==> src/rir_pkg.sv <==
// Shared constants and carrier types for the radio status and filter register bank
package rir_pkg;
	// Register bus geometry
	localparam int unsigned ADDR_W = 8;
	localparam logic [1:0] RESP_OKAY = 2'b00;
	localparam logic [1:0] RESP_SLVERR = 2'b10;

	// Register indices; the byte address is four times the index
	localparam logic [7:0] IDX_FILL_CTRL = 8'h0e;
	localparam logic [7:0] IDX_LVL_THR = 8'h0f;
	localparam logic [7:0] IDX_RX_BW = 8'h10;
	localparam logic [7:0] IDX_IRQ_STAT = 8'h20;
	localparam logic [7:0] IDX_IRQ_MASK = 8'h21;
	localparam logic [7:0] IDX_MODE_CFG = 8'h22;

	// Reset values
	localparam logic [7:0] FILL_CTRL_RST = 8'h01;
	localparam logic [7:0] LVL_THR_RST = 8'h00;
	localparam logic [7:0] RX_BW_RST = 8'ha3;
	localparam logic [4:0] IRQ_MASK_RST = 5'h00;
	localparam logic [2:0] MODE_CFG_RST = 3'h0;

	// Fill and flag control bit positions
	localparam int unsigned FILL_MODE_BIT = 7;
	localparam int unsigned FILL_FLAG_BIT = 6;
	localparam int unsigned TX_DONE_BIT = 5;
	localparam int unsigned OVF_BIT = 4;
	localparam int unsigned LVL_EN_BIT = 3;
	localparam int unsigned LVL_FLAG_BIT = 2;
	localparam int unsigned LOCK_ST_BIT = 1;
	localparam int unsigned LOCK_EN_BIT = 0;

	// Bandwidth register fields
	localparam int unsigned LP_BW_MSB = 7;
	localparam int unsigned LP_BW_LSB = 4;
	localparam int unsigned CUTOFF_MSB = 3;
	localparam int unsigned CUTOFF_LSB = 0;

	// Interrupt status and mask bit positions
	localparam int unsigned EV_W = 5;
	localparam int unsigned EV_PATTERN = 0;
	localparam int unsigned EV_TX_DONE = 1;
	localparam int unsigned EV_OVERFLOW = 2;
	localparam int unsigned EV_LEVEL = 3;
	localparam int unsigned EV_LOCK = 4;

	// Mode configuration fields
	localparam int unsigned LINE_B_SEL_BIT = 2;

	typedef enum logic [1:0] {DM_CONT, DM_BUFF, DM_PKT, DM_RSVD} rir_dmode_type;

	typedef struct packed {
		logic pattern_seen;
		logic tx_shifting;
		logic tx_last_bit;
		logic fifo_overflow;
		logic transmitting;
		logic [7:0] rssi;
	} rir_rstat_type;

	typedef struct packed {
		logic fill_enable;
		logic fifo_clear;
		logic packet_restart;
		logic [3:0] lowpass_bw_code;
		logic [3:0] filter_cutoff_code;
		logic [7:0] level_threshold;
	} rir_rctl_type;

	function automatic logic [ADDR_W-1:0] byte_addr(input logic [7:0] idx);
		return {idx[5:0], 2'b00};
	endfunction : byte_addr
endpackage : rir_pkg

==> src/rir_radio_irq_status_regs.sv <==
// Status, flag and receive filter register bank of the radio, AXI4-Lite slave
// Notes on behaviour
// With fill mode 0, received data enters the FIFO only after the start pattern is recognized.
// With fill mode 1, the FIFO fills while the fill flag is 1, which the host sets and clears.
// With fill mode 0, pattern recognition raises the fill flag and a host write of 1 resets it.
// The transmit-done bit reads 0 while bits go to the modulator and 1 after the last one.
// In buffered mode a host write of 1 to the overflow bit empties the FIFO.
// In packet mode that write also empties the FIFO and lets a new packet start at once.
// The level enable bit gates signal-level detection and its interrupt.
// The level flag sets when the measured strength is at or above the threshold.
// The level flag stays set until the host writes 1 to it.
// The lock-status bit latches on each synthesizer lock until the host writes 1 to it.
// The lock pin is held high when its enable is 0 and follows live lock when it is 1.
// An 8-bit threshold register, reset to zero, sets the level comparison point.
// A 4-bit low-pass bandwidth code in bits 7 to 4 is stored and passed to the receiver.
// A 4-bit filter cutoff code in bits 3 to 0, default 0011, drives the receive filters.
// The fill and flag control register resets to 0x01, only the lock pin enable set.
// In buffered or packet transmit, line B follows transmit-done when its select bit is 1.
// The level comparison runs every cycle on the latest measurement, only while enabled.
`timescale 1ns/1ps
`default_nettype none
module rir_radio_irq_status_regs
	import rir_pkg::*;
(
	input wire logic CLK_SYS,
	input wire logic SRST,
	input wire logic [ADDR_W-1:0] AXI_AWADDR,
	input wire logic AXI_AWVALID,
	output logic AXI_AWREADY,
	input wire logic [31:0] AXI_WDATA,
	input wire logic [3:0] AXI_WSTRB,
	input wire logic AXI_WVALID,
	output logic AXI_WREADY,
	output logic [1:0] AXI_BRESP,
	output logic AXI_BVALID,
	input wire logic AXI_BREADY,
	input wire logic [ADDR_W-1:0] AXI_ARADDR,
	input wire logic AXI_ARVALID,
	output logic AXI_ARREADY,
	output logic [31:0] AXI_RDATA,
	output logic [1:0] AXI_RRESP,
	output logic AXI_RVALID,
	input wire logic AXI_RREADY,
	input wire rir_rstat_type RADIO_STAT,
	input wire logic SYNTH_LOCK,
	output rir_rctl_type RX_CTRL,
	output logic LOCK_PIN,
	output logic HOST_IRQ_B,
	output logic IRQ
);

	function automatic logic hit(input logic [ADDR_W-1:0] a, input logic [7:0] idx);
		return a == byte_addr(idx);
	endfunction : hit

	logic awready_q;
	logic wready_q;
	logic bvalid_q;
	logic [1:0] bresp_q;
	logic aw_full_q;
	logic w_full_q;
	logic [ADDR_W-1:0] aw_addr_q;
	logic [7:0] w_byte_q;
	logic w_lane_q;
	logic arready_q;
	logic rvalid_q;
	logic [1:0] rresp_q;
	logic [31:0] rdata_q;

	logic fill_mode_q;
	logic start_det_q;
	logic tx_done_q;
	logic ovf_q;
	logic lvl_en_q;
	logic sov_q;
	logic lock_st_q;
	logic lock_en_q;
	logic [7:0] thr_q;
	logic [7:0] bw_q;
	logic [EV_W-1:0] irq_st_q;
	logic [EV_W-1:0] irq_mask_q;
	rir_dmode_type dmode_q;
	logic line_b_sel_q;
	logic lock_s1_q;
	logic lock_s2_q;
	logic lock_s3_q;
	rir_rctl_type rx_q;
	logic lock_pin_q;
	logic line_b_q;
	logic irq_q;

	logic wr_go;
	logic wr_hit;
	logic wr_fill;
	logic wr_thr;
	logic wr_bw;
	logic wr_mask;
	logic wr_mode;
	logic rd_go;
	logic rd_hit;
	logic [7:0] rd_byte;
	logic [7:0] fill_ctrl_rd;
	logic lvl_hit;
	logic lock_rise;
	logic clr_d;
	logic restart_d;
	logic [EV_W-1:0] ev;
	logic [EV_W-1:0] irq_st_d;

	// Write happens once address and data are both held and the last response is gone
	assign wr_go = aw_full_q & w_full_q & ~bvalid_q;
	assign wr_hit = hit(aw_addr_q, IDX_FILL_CTRL) | hit(aw_addr_q, IDX_LVL_THR)
		| hit(aw_addr_q, IDX_RX_BW) | hit(aw_addr_q, IDX_IRQ_STAT)
		| hit(aw_addr_q, IDX_IRQ_MASK) | hit(aw_addr_q, IDX_MODE_CFG);
	assign wr_fill = wr_go & w_lane_q & hit(aw_addr_q, IDX_FILL_CTRL);
	assign wr_thr = wr_go & w_lane_q & hit(aw_addr_q, IDX_LVL_THR);
	assign wr_bw = wr_go & w_lane_q & hit(aw_addr_q, IDX_RX_BW);
	assign wr_mask = wr_go & w_lane_q & hit(aw_addr_q, IDX_IRQ_MASK);
	assign wr_mode = wr_go & w_lane_q & hit(aw_addr_q, IDX_MODE_CFG);
	assign rd_go = AXI_ARVALID & arready_q;

	always_ff @(posedge CLK_SYS) begin
		if (SRST) begin
			awready_q <= 1'b1;
			aw_full_q <= 1'b0;
			aw_addr_q <= '0;
		end else begin
			if (AXI_AWVALID && awready_q) begin
				awready_q <= 1'b0;
				aw_full_q <= 1'b1;
				aw_addr_q <= AXI_AWADDR;
			end else if (wr_go) begin
				aw_full_q <= 1'b0;
			end
			if (bvalid_q && AXI_BREADY) begin
				awready_q <= 1'b1;
			end
		end
	end

	always_ff @(posedge CLK_SYS) begin
		if (SRST) begin
			wready_q <= 1'b1;
			w_full_q <= 1'b0;
			w_byte_q <= 8'h00;
			w_lane_q <= 1'b0;
		end else begin
			if (AXI_WVALID && wready_q) begin
				wready_q <= 1'b0;
				w_full_q <= 1'b1;
				w_byte_q <= AXI_WDATA[7:0];
				w_lane_q <= AXI_WSTRB[0];
			end else if (wr_go) begin
				w_full_q <= 1'b0;
			end
			if (bvalid_q && AXI_BREADY) begin
				wready_q <= 1'b1;
			end
		end
	end

	// Unmapped addresses answer SLVERR and change nothing
	always_ff @(posedge CLK_SYS) begin
		if (SRST) begin
			bvalid_q <= 1'b0;
			bresp_q <= RESP_OKAY;
		end else if (wr_go) begin
			bvalid_q <= 1'b1;
			bresp_q <= wr_hit ? RESP_OKAY : RESP_SLVERR;
		end else if (AXI_BREADY) begin
			bvalid_q <= 1'b0;
		end
	end

	assign fill_ctrl_rd = {fill_mode_q, start_det_q, tx_done_q, ovf_q,
		lvl_en_q, sov_q, lock_st_q, lock_en_q};

	always_comb begin
		rd_byte = 8'h00;
		rd_hit = 1'b1;
		if (hit(AXI_ARADDR, IDX_FILL_CTRL)) begin
			rd_byte = fill_ctrl_rd;
		end else if (hit(AXI_ARADDR, IDX_LVL_THR)) begin
			rd_byte = thr_q;
		end else if (hit(AXI_ARADDR, IDX_RX_BW)) begin
			rd_byte = bw_q;
		end else if (hit(AXI_ARADDR, IDX_IRQ_STAT)) begin
			rd_byte = {3'h0, irq_st_q};
		end else if (hit(AXI_ARADDR, IDX_IRQ_MASK)) begin
			rd_byte = {3'h0, irq_mask_q};
		end else if (hit(AXI_ARADDR, IDX_MODE_CFG)) begin
			rd_byte = {5'h00, line_b_sel_q, dmode_q};
		end else begin
			rd_hit = 1'b0;
		end
	end

	always_ff @(posedge CLK_SYS) begin
		if (SRST) begin
			arready_q <= 1'b1;
			rvalid_q <= 1'b0;
			rresp_q <= RESP_OKAY;
			rdata_q <= 32'h0000_0000;
		end else if (rd_go) begin
			arready_q <= 1'b0;
			rvalid_q <= 1'b1;
			rresp_q <= rd_hit ? RESP_OKAY : RESP_SLVERR;
			rdata_q <= {24'h00_0000, rd_byte};
		end else if (rvalid_q && AXI_RREADY) begin
			arready_q <= 1'b1;
			rvalid_q <= 1'b0;
		end
	end

	// Plain read/write configuration
	always_ff @(posedge CLK_SYS) begin
		if (SRST) begin
			fill_mode_q <= FILL_CTRL_RST[FILL_MODE_BIT];
			lvl_en_q <= FILL_CTRL_RST[LVL_EN_BIT];
			lock_en_q <= FILL_CTRL_RST[LOCK_EN_BIT];
			thr_q <= LVL_THR_RST;
			bw_q <= RX_BW_RST;
			irq_mask_q <= IRQ_MASK_RST;
			dmode_q <= rir_dmode_type'(MODE_CFG_RST[1:0]);
			line_b_sel_q <= MODE_CFG_RST[LINE_B_SEL_BIT];
		end else begin
			if (wr_fill) begin
				fill_mode_q <= w_byte_q[FILL_MODE_BIT];
				lvl_en_q <= w_byte_q[LVL_EN_BIT];
				lock_en_q <= w_byte_q[LOCK_EN_BIT];
			end
			if (wr_thr) begin
				thr_q <= w_byte_q;
			end
			if (wr_bw) begin
				bw_q <= w_byte_q;
			end
			if (wr_mask) begin
				irq_mask_q <= w_byte_q[EV_W-1:0];
			end
			if (wr_mode) begin
				dmode_q <= rir_dmode_type'(w_byte_q[1:0]);
				line_b_sel_q <= w_byte_q[LINE_B_SEL_BIT];
			end
		end
	end

	// Fill flag; a recognition in the clearing cycle wins so no pattern is lost
	always_ff @(posedge CLK_SYS) begin
		if (SRST) begin
			start_det_q <= FILL_CTRL_RST[FILL_FLAG_BIT];
		end else if (!fill_mode_q) begin
			if (RADIO_STAT.pattern_seen) begin
				start_det_q <= 1'b1;
			end else if (wr_fill && w_byte_q[FILL_FLAG_BIT]) begin
				start_det_q <= 1'b0;
			end
		end else if (wr_fill) begin
			start_det_q <= w_byte_q[FILL_FLAG_BIT];
		end
	end

	// Last bit beats a simultaneous shift so the done edge is not missed
	always_ff @(posedge CLK_SYS) begin
		if (SRST) begin
			tx_done_q <= FILL_CTRL_RST[TX_DONE_BIT];
		end else if (RADIO_STAT.tx_last_bit) begin
			tx_done_q <= 1'b1;
		end else if (RADIO_STAT.tx_shifting) begin
			tx_done_q <= 1'b0;
		end
	end

	always_ff @(posedge CLK_SYS) begin
		if (SRST) begin
			ovf_q <= FILL_CTRL_RST[OVF_BIT];
		end else begin
			ovf_q <= RADIO_STAT.fifo_overflow | (ovf_q & ~(wr_fill & w_byte_q[OVF_BIT]));
		end
	end

	assign lvl_hit = lvl_en_q & (RADIO_STAT.rssi >= thr_q);

	always_ff @(posedge CLK_SYS) begin
		if (SRST) begin
			sov_q <= FILL_CTRL_RST[LVL_FLAG_BIT];
		end else begin
			sov_q <= lvl_hit | (sov_q & ~(wr_fill & w_byte_q[LVL_FLAG_BIT]));
		end
	end

	// Lock comes from the analog synthesizer, so it is synchronised first
	always_ff @(posedge CLK_SYS) begin
		if (SRST) begin
			lock_s1_q <= 1'b0;
			lock_s2_q <= 1'b0;
			lock_s3_q <= 1'b0;
		end else begin
			lock_s1_q <= SYNTH_LOCK;
			lock_s2_q <= lock_s1_q;
			lock_s3_q <= lock_s2_q;
		end
	end

	assign lock_rise = lock_s2_q & ~lock_s3_q;

	always_ff @(posedge CLK_SYS) begin
		if (SRST) begin
			lock_st_q <= FILL_CTRL_RST[LOCK_ST_BIT];
		end else begin
			lock_st_q <= lock_rise | (lock_st_q & ~(wr_fill & w_byte_q[LOCK_ST_BIT]));
		end
	end

	// FIFO clear only means something where a FIFO is in use
	always_comb begin
		clr_d = 1'b0;
		restart_d = 1'b0;
		if (wr_fill && w_byte_q[OVF_BIT]) begin
			case (dmode_q)
				DM_BUFF: begin
					clr_d = 1'b1;
				end
				DM_PKT: begin
					clr_d = 1'b1;
					restart_d = 1'b1;
				end
				default: begin
					clr_d = 1'b0;
				end
			endcase
		end
	end

	always_ff @(posedge CLK_SYS) begin
		if (SRST) begin
			rx_q <= '0;
		end else begin
			rx_q.fill_enable <= start_det_q;
			rx_q.fifo_clear <= clr_d;
			rx_q.packet_restart <= restart_d;
			rx_q.lowpass_bw_code <= bw_q[LP_BW_MSB:LP_BW_LSB];
			rx_q.filter_cutoff_code <= bw_q[CUTOFF_MSB:CUTOFF_LSB];
			rx_q.level_threshold <= thr_q;
		end
	end

	always_ff @(posedge CLK_SYS) begin
		if (SRST) begin
			lock_pin_q <= 1'b1;
			line_b_q <= 1'b0;
		end else begin
			lock_pin_q <= lock_en_q ? lock_s2_q : 1'b1;
			line_b_q <= RADIO_STAT.transmitting & line_b_sel_q
				& ((dmode_q == DM_BUFF) | (dmode_q == DM_PKT)) & tx_done_q;
		end
	end

	// Interrupt status clears on read; an event in the read cycle stays pending
	always_comb begin
		ev = '0;
		ev[EV_PATTERN] = RADIO_STAT.pattern_seen & ~fill_mode_q;
		ev[EV_TX_DONE] = RADIO_STAT.tx_last_bit & ~tx_done_q;
		ev[EV_OVERFLOW] = RADIO_STAT.fifo_overflow & ~ovf_q;
		ev[EV_LEVEL] = lvl_hit & ~sov_q;
		ev[EV_LOCK] = lock_rise;
		irq_st_d = irq_st_q;
		if (rd_go && hit(AXI_ARADDR, IDX_IRQ_STAT)) begin
			irq_st_d = '0;
		end
		irq_st_d = irq_st_d | ev;
	end

	always_ff @(posedge CLK_SYS) begin
		if (SRST) begin
			irq_st_q <= '0;
			irq_q <= 1'b0;
		end else begin
			irq_st_q <= irq_st_d;
			irq_q <= |(irq_st_q & irq_mask_q);
		end
	end

	assign AXI_AWREADY = awready_q;
	assign AXI_WREADY = wready_q;
	assign AXI_BVALID = bvalid_q;
	assign AXI_BRESP = bresp_q;
	assign AXI_ARREADY = arready_q;
	assign AXI_RVALID = rvalid_q;
	assign AXI_RRESP = rresp_q;
	assign AXI_RDATA = rdata_q;
	assign RX_CTRL = rx_q;
	assign LOCK_PIN = lock_pin_q;
	assign HOST_IRQ_B = line_b_q;
	assign IRQ = irq_q;
endmodule : rir_radio_irq_status_regs
`default_nettype wire

==> config.mk <==
export PLATFORM = sky130hd
export DESIGN_NAME = rir_radio_irq_status_regs
export DESIGN_NICKNAME = d
export VERILOG_FILES = /design/src/rir_pkg.sv /design/src/rir_radio_irq_status_regs.sv
export SDC_FILE = /design/constraint.sdc
export NUM_CORES = 1
export LEC_CHECK = 0
export ABC_CLOCK_PERIOD_IN_PS = 2400
export BUFFER_PORTS_ARGS = -buffer_cell sky130_fd_sc_hd__buf_2
export CAP_MARGIN = 10
export CORE_AREA = 2 2 127 129
export DETAILED_ROUTE_END_ITERATION = 16
export DIE_AREA = 0 0 129 131
export PLACE_DENSITY = 0.44
export SLEW_MARGIN = 15
export SYNTH_ARGS = -nofsm -noshare
export SYNTH_HDL_FRONTEND = slang
export SYNTH_SLANG_ARGS = --single-unit
export TNS_END_PERCENT = 20
==> constraint.sdc <==
create_clock -name CLK_SYS -period 2.4 [get_ports CLK_SYS]
set_clock_uncertainty 0.2 [all_clocks]
set_input_delay 0.36 -clock CLK_SYS [delete_from_list [all_inputs] [get_ports CLK_SYS]]
set_output_delay 0.36 -clock CLK_SYS [all_outputs]
set_load 0.01 [all_outputs]
# Word-level counts from Yosys, hierarchy flattened
# Index checks and enable logic that the tools add are counted.
op_classes:
  n_eq_ne: 15
  muxes: 32
  order_cmp: 1
  n_bitwise: 46
  n_reduce_logical: 19
op_table:
  columns: ["operator", "n"]
  rows:
  - ["$eq A8 B8 Y1 const B", 6]
  - ["$eq A8 B6 Y1 const B", 4]
  - ["$and A1 B1 Y1", 24]
  - ["$mux W8", 3]
  - ["$mux W1", 23]
  - ["$eq A8 B7 Y1 const B", 2]
  - ["$mux W5", 3]
  - ["$not A1 Y1", 11]
  - ["$reduce_bool A2 Y1", 5]
  - ["$or A1 B1 Y1", 9]
  - ["$ge A8 B8 Y1", 1]
  - ["$reduce_or A2 Y1", 4]
  - ["$logic_and A1 B1 Y1", 7]
  - ["$and A5 B5 Y5", 1]
  - ["$or A5 B5 Y5", 1]
  - ["$reduce_or A5 Y1", 1]
  - ["$mux W2", 2]
  - ["$mux W3", 1]
  - ["$reduce_bool A3 Y1", 1]
  - ["$eq A2 B1 Y1 const B", 1]
  - ["$eq A2 B2 Y1 const B", 1]
  - ["$ne A2 B1 Y1 const B", 1]
  - ["$reduce_and A2 Y1", 1]
totals:
  in_bits: 73
  out_inout_bits: 63
  word_cells: 152
  regBits: 98

# Logic depth before layout (Yosys ltp)
logic_depth:
  ltp_word: 8
  depth_mapped: 7
  depth_no_buf: 7

# Worst setup path before layout
# Ideal clock, no wire load.
synth_timing:
  path_kind: "register to register"
  from: "reg thr_q[2]"
  to: "reg irq_st_q[3]"
  path_buffers: 0
  setup_time_ps: 125
  arrival_ps: 1474
  path_stages_with_launch: 8
  period_less_slack_ps: 1799
  path_slack_ps: 601
  required_ps: 2075
  path_cell_list: "dfxtp_1 -> inv_1 -> ha_1 -> a211o_1 -> a31oi_1 -> nor3_1 -> o311ai_1 -> o21ai_1"
synth_via:
  elab_chain_cells: 4
synth_rtl:
  columns: ["item", "line", "source"]
  rows:
  - ["start: declaration", "rir_radio_irq_status_regs.sv:78", "logic [7:0] thr_q;"]
  - ["start signal: assignment", "rir_radio_irq_status_regs.sv:233", "thr_q <= w_byte_q;"]
  - ["$ge A8 B8 Y1", "rir_radio_irq_status_regs.sv:282", "assign lvl_hit = lvl_en_q & (RADIO_STAT.rssi >= thr_q);"]
  - ["$and A1 B1 Y1", "rir_radio_irq_status_regs.sv:282", null]
  - ["$and A1 B1 Y1", "rir_radio_irq_status_regs.sv:365", "ev[EV_LEVEL] = lvl_hit & ~sov_q;"]
  - ["$or A5 B5 Y5", "rir_radio_irq_status_regs.sv:371", "irq_st_d = irq_st_d | ev;"]
  - ["end signal: assignment", "rir_radio_irq_status_regs.sv:379", "irq_st_q <= irq_st_d;"]
  - ["end: declaration", "rir_radio_irq_status_regs.sv:80", "logic [EV_W-1:0] irq_st_q;"]
# Every way passes these cells.
# A chain may end at the register's enable or synchronous reset.

# Worst setup path in the final report
# Ends and elaborated chain as after synthesis.

==> flow_summary.rst <==
.. list-table::
   :header-rows: 1

   * - Metric
     - Value
   * - Die span in y
     - 131 um
   * - Total wirelength of the detailed-routed design
     - 10,700 um
   * - Starting utilization of the core area
     - 26.2%
   * - Placer's final routability congestion estimate
     - 0.782
   * - Final Non-Filler Cells
     - 748
   * - Final total power
     - 0.00362 W
   * - Area of the mapped netlist
     - 4090 um2
   * - Library cell with the largest summed area after synthesis
     - sky130_fd_sc_hd__dfxtp_1
   * - Placed Cells
     - 732
   * - Area of all sequential standard cells
     - 1920 um2
   * - Post-synth EDFFs
     - 0
   * - Async set or reset register ratio after synthesis
     - 0%
   * - Type of the worst min-delay path
     - in2reg
   * - Routed via count divided by cell count
     - 4.34
   * - Clock tree from TritonCTS
     - done
   * - Remaining antenna violation count
     - 0
   * - Post-cts resize count
     - 0
   * - H-tree depth
     - 3
   * - Cell at the root of the clock tree
     - sky130_fd_sc_hd__clkbuf_16
   * - Top FF cell, synth
     - sky130_fd_sc_hd__dfxtp_1
   * - Vias in the first global route
     - 3,116
   * - Crit. End Element
     - flop
   * - Ratio of cells with drive above 1 in the final layout
     - 21.8%
   * - Unrepaired setup endpoints after global routing
     - no
   * - Final routed DRC violation total
     - 0
   * - Port Buf Inserts
     - 82
   * - Clock slew at reported path FFs
     - 0.07 ns
   * - Maximum fanout along the worst path
     - 3
   * - Kind of start point of the critical path
     - flop
   * - Filler instances
     - 1,663
   * - Crit path time final
     - 2.09 ns
   * - Static leakage
     - 2.30 nW
   * - Flop-to-flop setup slack
     - 0.31 ns
   * - Util after Layout
     - 31.9%
   * - Via count
     - 3,245
   * - Multi-input combinational cell area
     - 1910 um2
   * - CTS max path bufs
     - 2
   * - Portion of synthesized cell area occupied by the leading cell type
     - 47.0%
   * - Clock sinks
     - 96
   * - Start-to-end type of the worst setup path
     - reg2reg
   * - Yosys Warn Count
     - 0
   * - Pwr per Cell Area
     - 726 nW/um2
   * - Placed wire-length estimate after detailed placement
     - 7960 um
   * - Die outline width
     - 129 um
   * - Number of setup violations in the final report
     - 0
   * - Latest clock arrival within the worst-skew pair
     - 0.36 ns
   * - Global route overflow
     - 0
   * - Diode count
     - 0
   * - Post-CTS setup buffer count
     - 0
   * - Arrival time at the worst endpoint
     - 2.12 ns
   * - Maximum clock frequency
     - 0.479 GHz
   * - Outcome
     - completed
   * - Area added between synthesis and finish
     - 21.8%
   * - Antenna violations before repair
     - 0
   * - Synth top area cells
     - sky130_fd_sc_hd__dfxtp_1 47%, sky130_fd_sc_hd__mux2i_1 9.1%, sky130_fd_sc_hd__buf_4 4.8%
   * - Number of buffers created by CTS
     - 9
   * - Final critical-path share of the clock period
     - 86.9%
   * - Mapped Avg Cell Area
     - 9.07 um2
   * - Hold-fix buffers at CTS
     - 0
   * - Normalized max-slew margin
     - 60.8%
   * - Total Nets Final
     - 609
   * - Die Footprint
     - 16,900 um2
   * - Actual transition at the worst max-transition pin
     - 0.585 ns
   * - Synth Instances
     - 451
   * - Post-synth cell types
     - 50
   * - Critical path required time
     - 2.43 ns
   * - Standard-cell row count
     - 46
   * - Sequential area share after synthesis
     - 47.0%
   * - First-pass GRT wire length
     - 16,600 um
   * - Register bit count reported by yosys
     - 96
   * - Worst IR drop on VDD
     - 0.319 mV
   * - Number of search-and-repair iterations in the first detailed-routing pass
     - 4
   * - Maximum capacitance violations
     - 0
   * - Endpoints failing hold
     - 0
   * - GRT Util Overall
     - 13.1%
   * - Number of DRC markers in iteration 0
     - 112
   * - Floorplan Core Area
     - 15,600 um2
   * - Largest net degree at the start of global routing
     - 41
   * - I/O pin cnt
     - 136
   * - Pins over their slew limit
     - 0
   * - Sum of negative setup slack
     - 0 ns
   * - Mean routed wirelength per cell
     - 14.3 um
[state kept, by name (all words and copies together), names as in the netlist, 2 cells and up]
name and cells:
RX_CTRL 19, AXI_RDATA 8, aw_addr_q 8, bw_q 8, thr_q 8, w_byte_q 8, irq_mask_q 5, irq_st_q 5
dmode_q 2
[final timing paths]
path	depth (start not counted)	from	end
min reg2reg	1	lock_en_q$_SDFFE_PP1N_	LOCK_PIN$_SDFF_PP1_
max reg2reg	7	thr_q[2]$_SDFFE_PP0P_	irq_st_q[3]$_SDFF_PP0_
max	7	thr_q[2]$_SDFFE_PP0P_	irq_st_q[3]$_SDFF_PP0_
min	2	AXI_WVALID	AXI_WREADY$_SDFFE_PP1P_
[through the flow]
stage          hold WS [ns]  instance area, um2  setup WS (ns)
2_1_floorplan         0.170                4180          0.601
3_3_place_gp          0.219                4630          0.282
3_5_place_dp          0.222                4630          0.254
4_1_cts             0.00243                4980          0.274
5_1_grt              0.0191                4980          0.104
6_report             0.0121                4980          0.313
[layout by cell type, fill, tap and decap left out, types with 6 or more instances in the layout]
master                       n
sky130_fd_sc_hd__dfxtp_1    96
sky130_fd_sc_hd__mux2i_1    37
sky130_fd_sc_hd__nor2_1     43
sky130_fd_sc_hd__buf_2      82
sky130_fd_sc_hd__nand2_1    48
sky130_fd_sc_hd__ha_1        9
sky130_fd_sc_hd__nand2b_1    7
sky130_fd_sc_hd__o21ai_0     6
sky130_fd_sc_hd__conb_1     26
sky130_fd_sc_hd__a21oi_1    38
sky130_fd_sc_hd__nand3_1    18
sky130_fd_sc_hd__nor3_1      6
sky130_fd_sc_hd__nor2b_1    17
sky130_fd_sc_hd__inv_1      16
sky130_fd_sc_hd__clkbuf_16   9
[worst max-delay path, stage by stage, from the launching register on]
cell and delay (ns):
sky130_fd_sc_hd__dfxtp_1 0.38, sky130_fd_sc_hd__inv_1 0.07, sky130_fd_sc_hd__ha_1 0.30, sky130_fd_sc_hd__a211o_1 0.26, sky130_fd_sc_hd__a31oi_1 0.15, sky130_fd_sc_hd__nor3_1 0.08, sky130_fd_sc_hd__o311ai_1 0.45, sky130_fd_sc_hd__o21ai_1 0.09
[final cells by class]
| class | count | area share (%) |
|---|---|---|
| timing repair buffer | 87 | 9.25 |
| sequential | 96 | 38.6 |
| clock inverter | 7 | 2.41 |
| tap | 216 | 5.43 |
| inverter | 18 | 1.36 |
| multi-input combinational | 315 | 38.4 |
| clock buffer | 9 | 4.52 |
[cells in the mapped netlist (3+ instances only)]
| cell type | instances |
|---|---|
| sky130_fd_sc_hd__buf_2 | 4 |
| sky130_fd_sc_hd__clkbuf_1 | 17 |
| sky130_fd_sc_hd__o21ai_0 | 6 |
| sky130_fd_sc_hd__mux2i_1 | 37 |
| sky130_fd_sc_hd__o21ai_1 | 5 |
| sky130_fd_sc_hd__nor3_1 | 6 |
| sky130_fd_sc_hd__inv_1 | 16 |
| sky130_fd_sc_hd__dfxtp_1 | 96 |
| sky130_fd_sc_hd__a22oi_1 | 4 |
| sky130_fd_sc_hd__o2bb2ai_1 | 5 |
| sky130_fd_sc_hd__nand2_1 | 48 |
| sky130_fd_sc_hd__buf_4 | 26 |
| sky130_fd_sc_hd__and2_1 | 3 |
| sky130_fd_sc_hd__o211a_1 | 3 |
| sky130_fd_sc_hd__a21oi_1 | 38 |
| sky130_fd_sc_hd__a31oi_1 | 5 |
| sky130_fd_sc_hd__ha_1 | 9 |
| sky130_fd_sc_hd__nand2b_1 | 7 |
| sky130_fd_sc_hd__nor2_1 | 43 |
| sky130_fd_sc_hd__nand3_1 | 18 |
| sky130_fd_sc_hd__nor2b_1 | 17 |
[per-layer routing]
layer | wire (um) | vias to the layer above | global-route usage (%)
li1 | - | 1646 | -
met3 | 460 | 15 | 3.34
met4 | 242 | 0 | 6.14
met2 | 4850 | 74 | 20.8
met1 | 5150 | 1510 | 16.6
met5 | 0 | - | 0
[power by group]
part | internal, W | leakage (nW) | switching, W
combinational | 0.000105 | 1.35 | 0.000157
clock | 0.00102 | 0.166 | 0.000644
sequential | 0.00164 | 0.783 | 0.0000507
total | 0.00276 | 2.30 | 0.000852
[logic make-up (layout without fill, tap and decap cells)]
group	count (synthesis)	in the layout	share of synthesized area [%]
compound gates	81	81	12.4
simple gates	162	162	20.2
fa+ha+maj	9	9	2.75
other cells	1	26	0.0917
mux	37	37	9.06
flops	96	96	47.0
buf+inv	65	121	8.48
No activity file was read; power rests on OpenSTA's default activity.
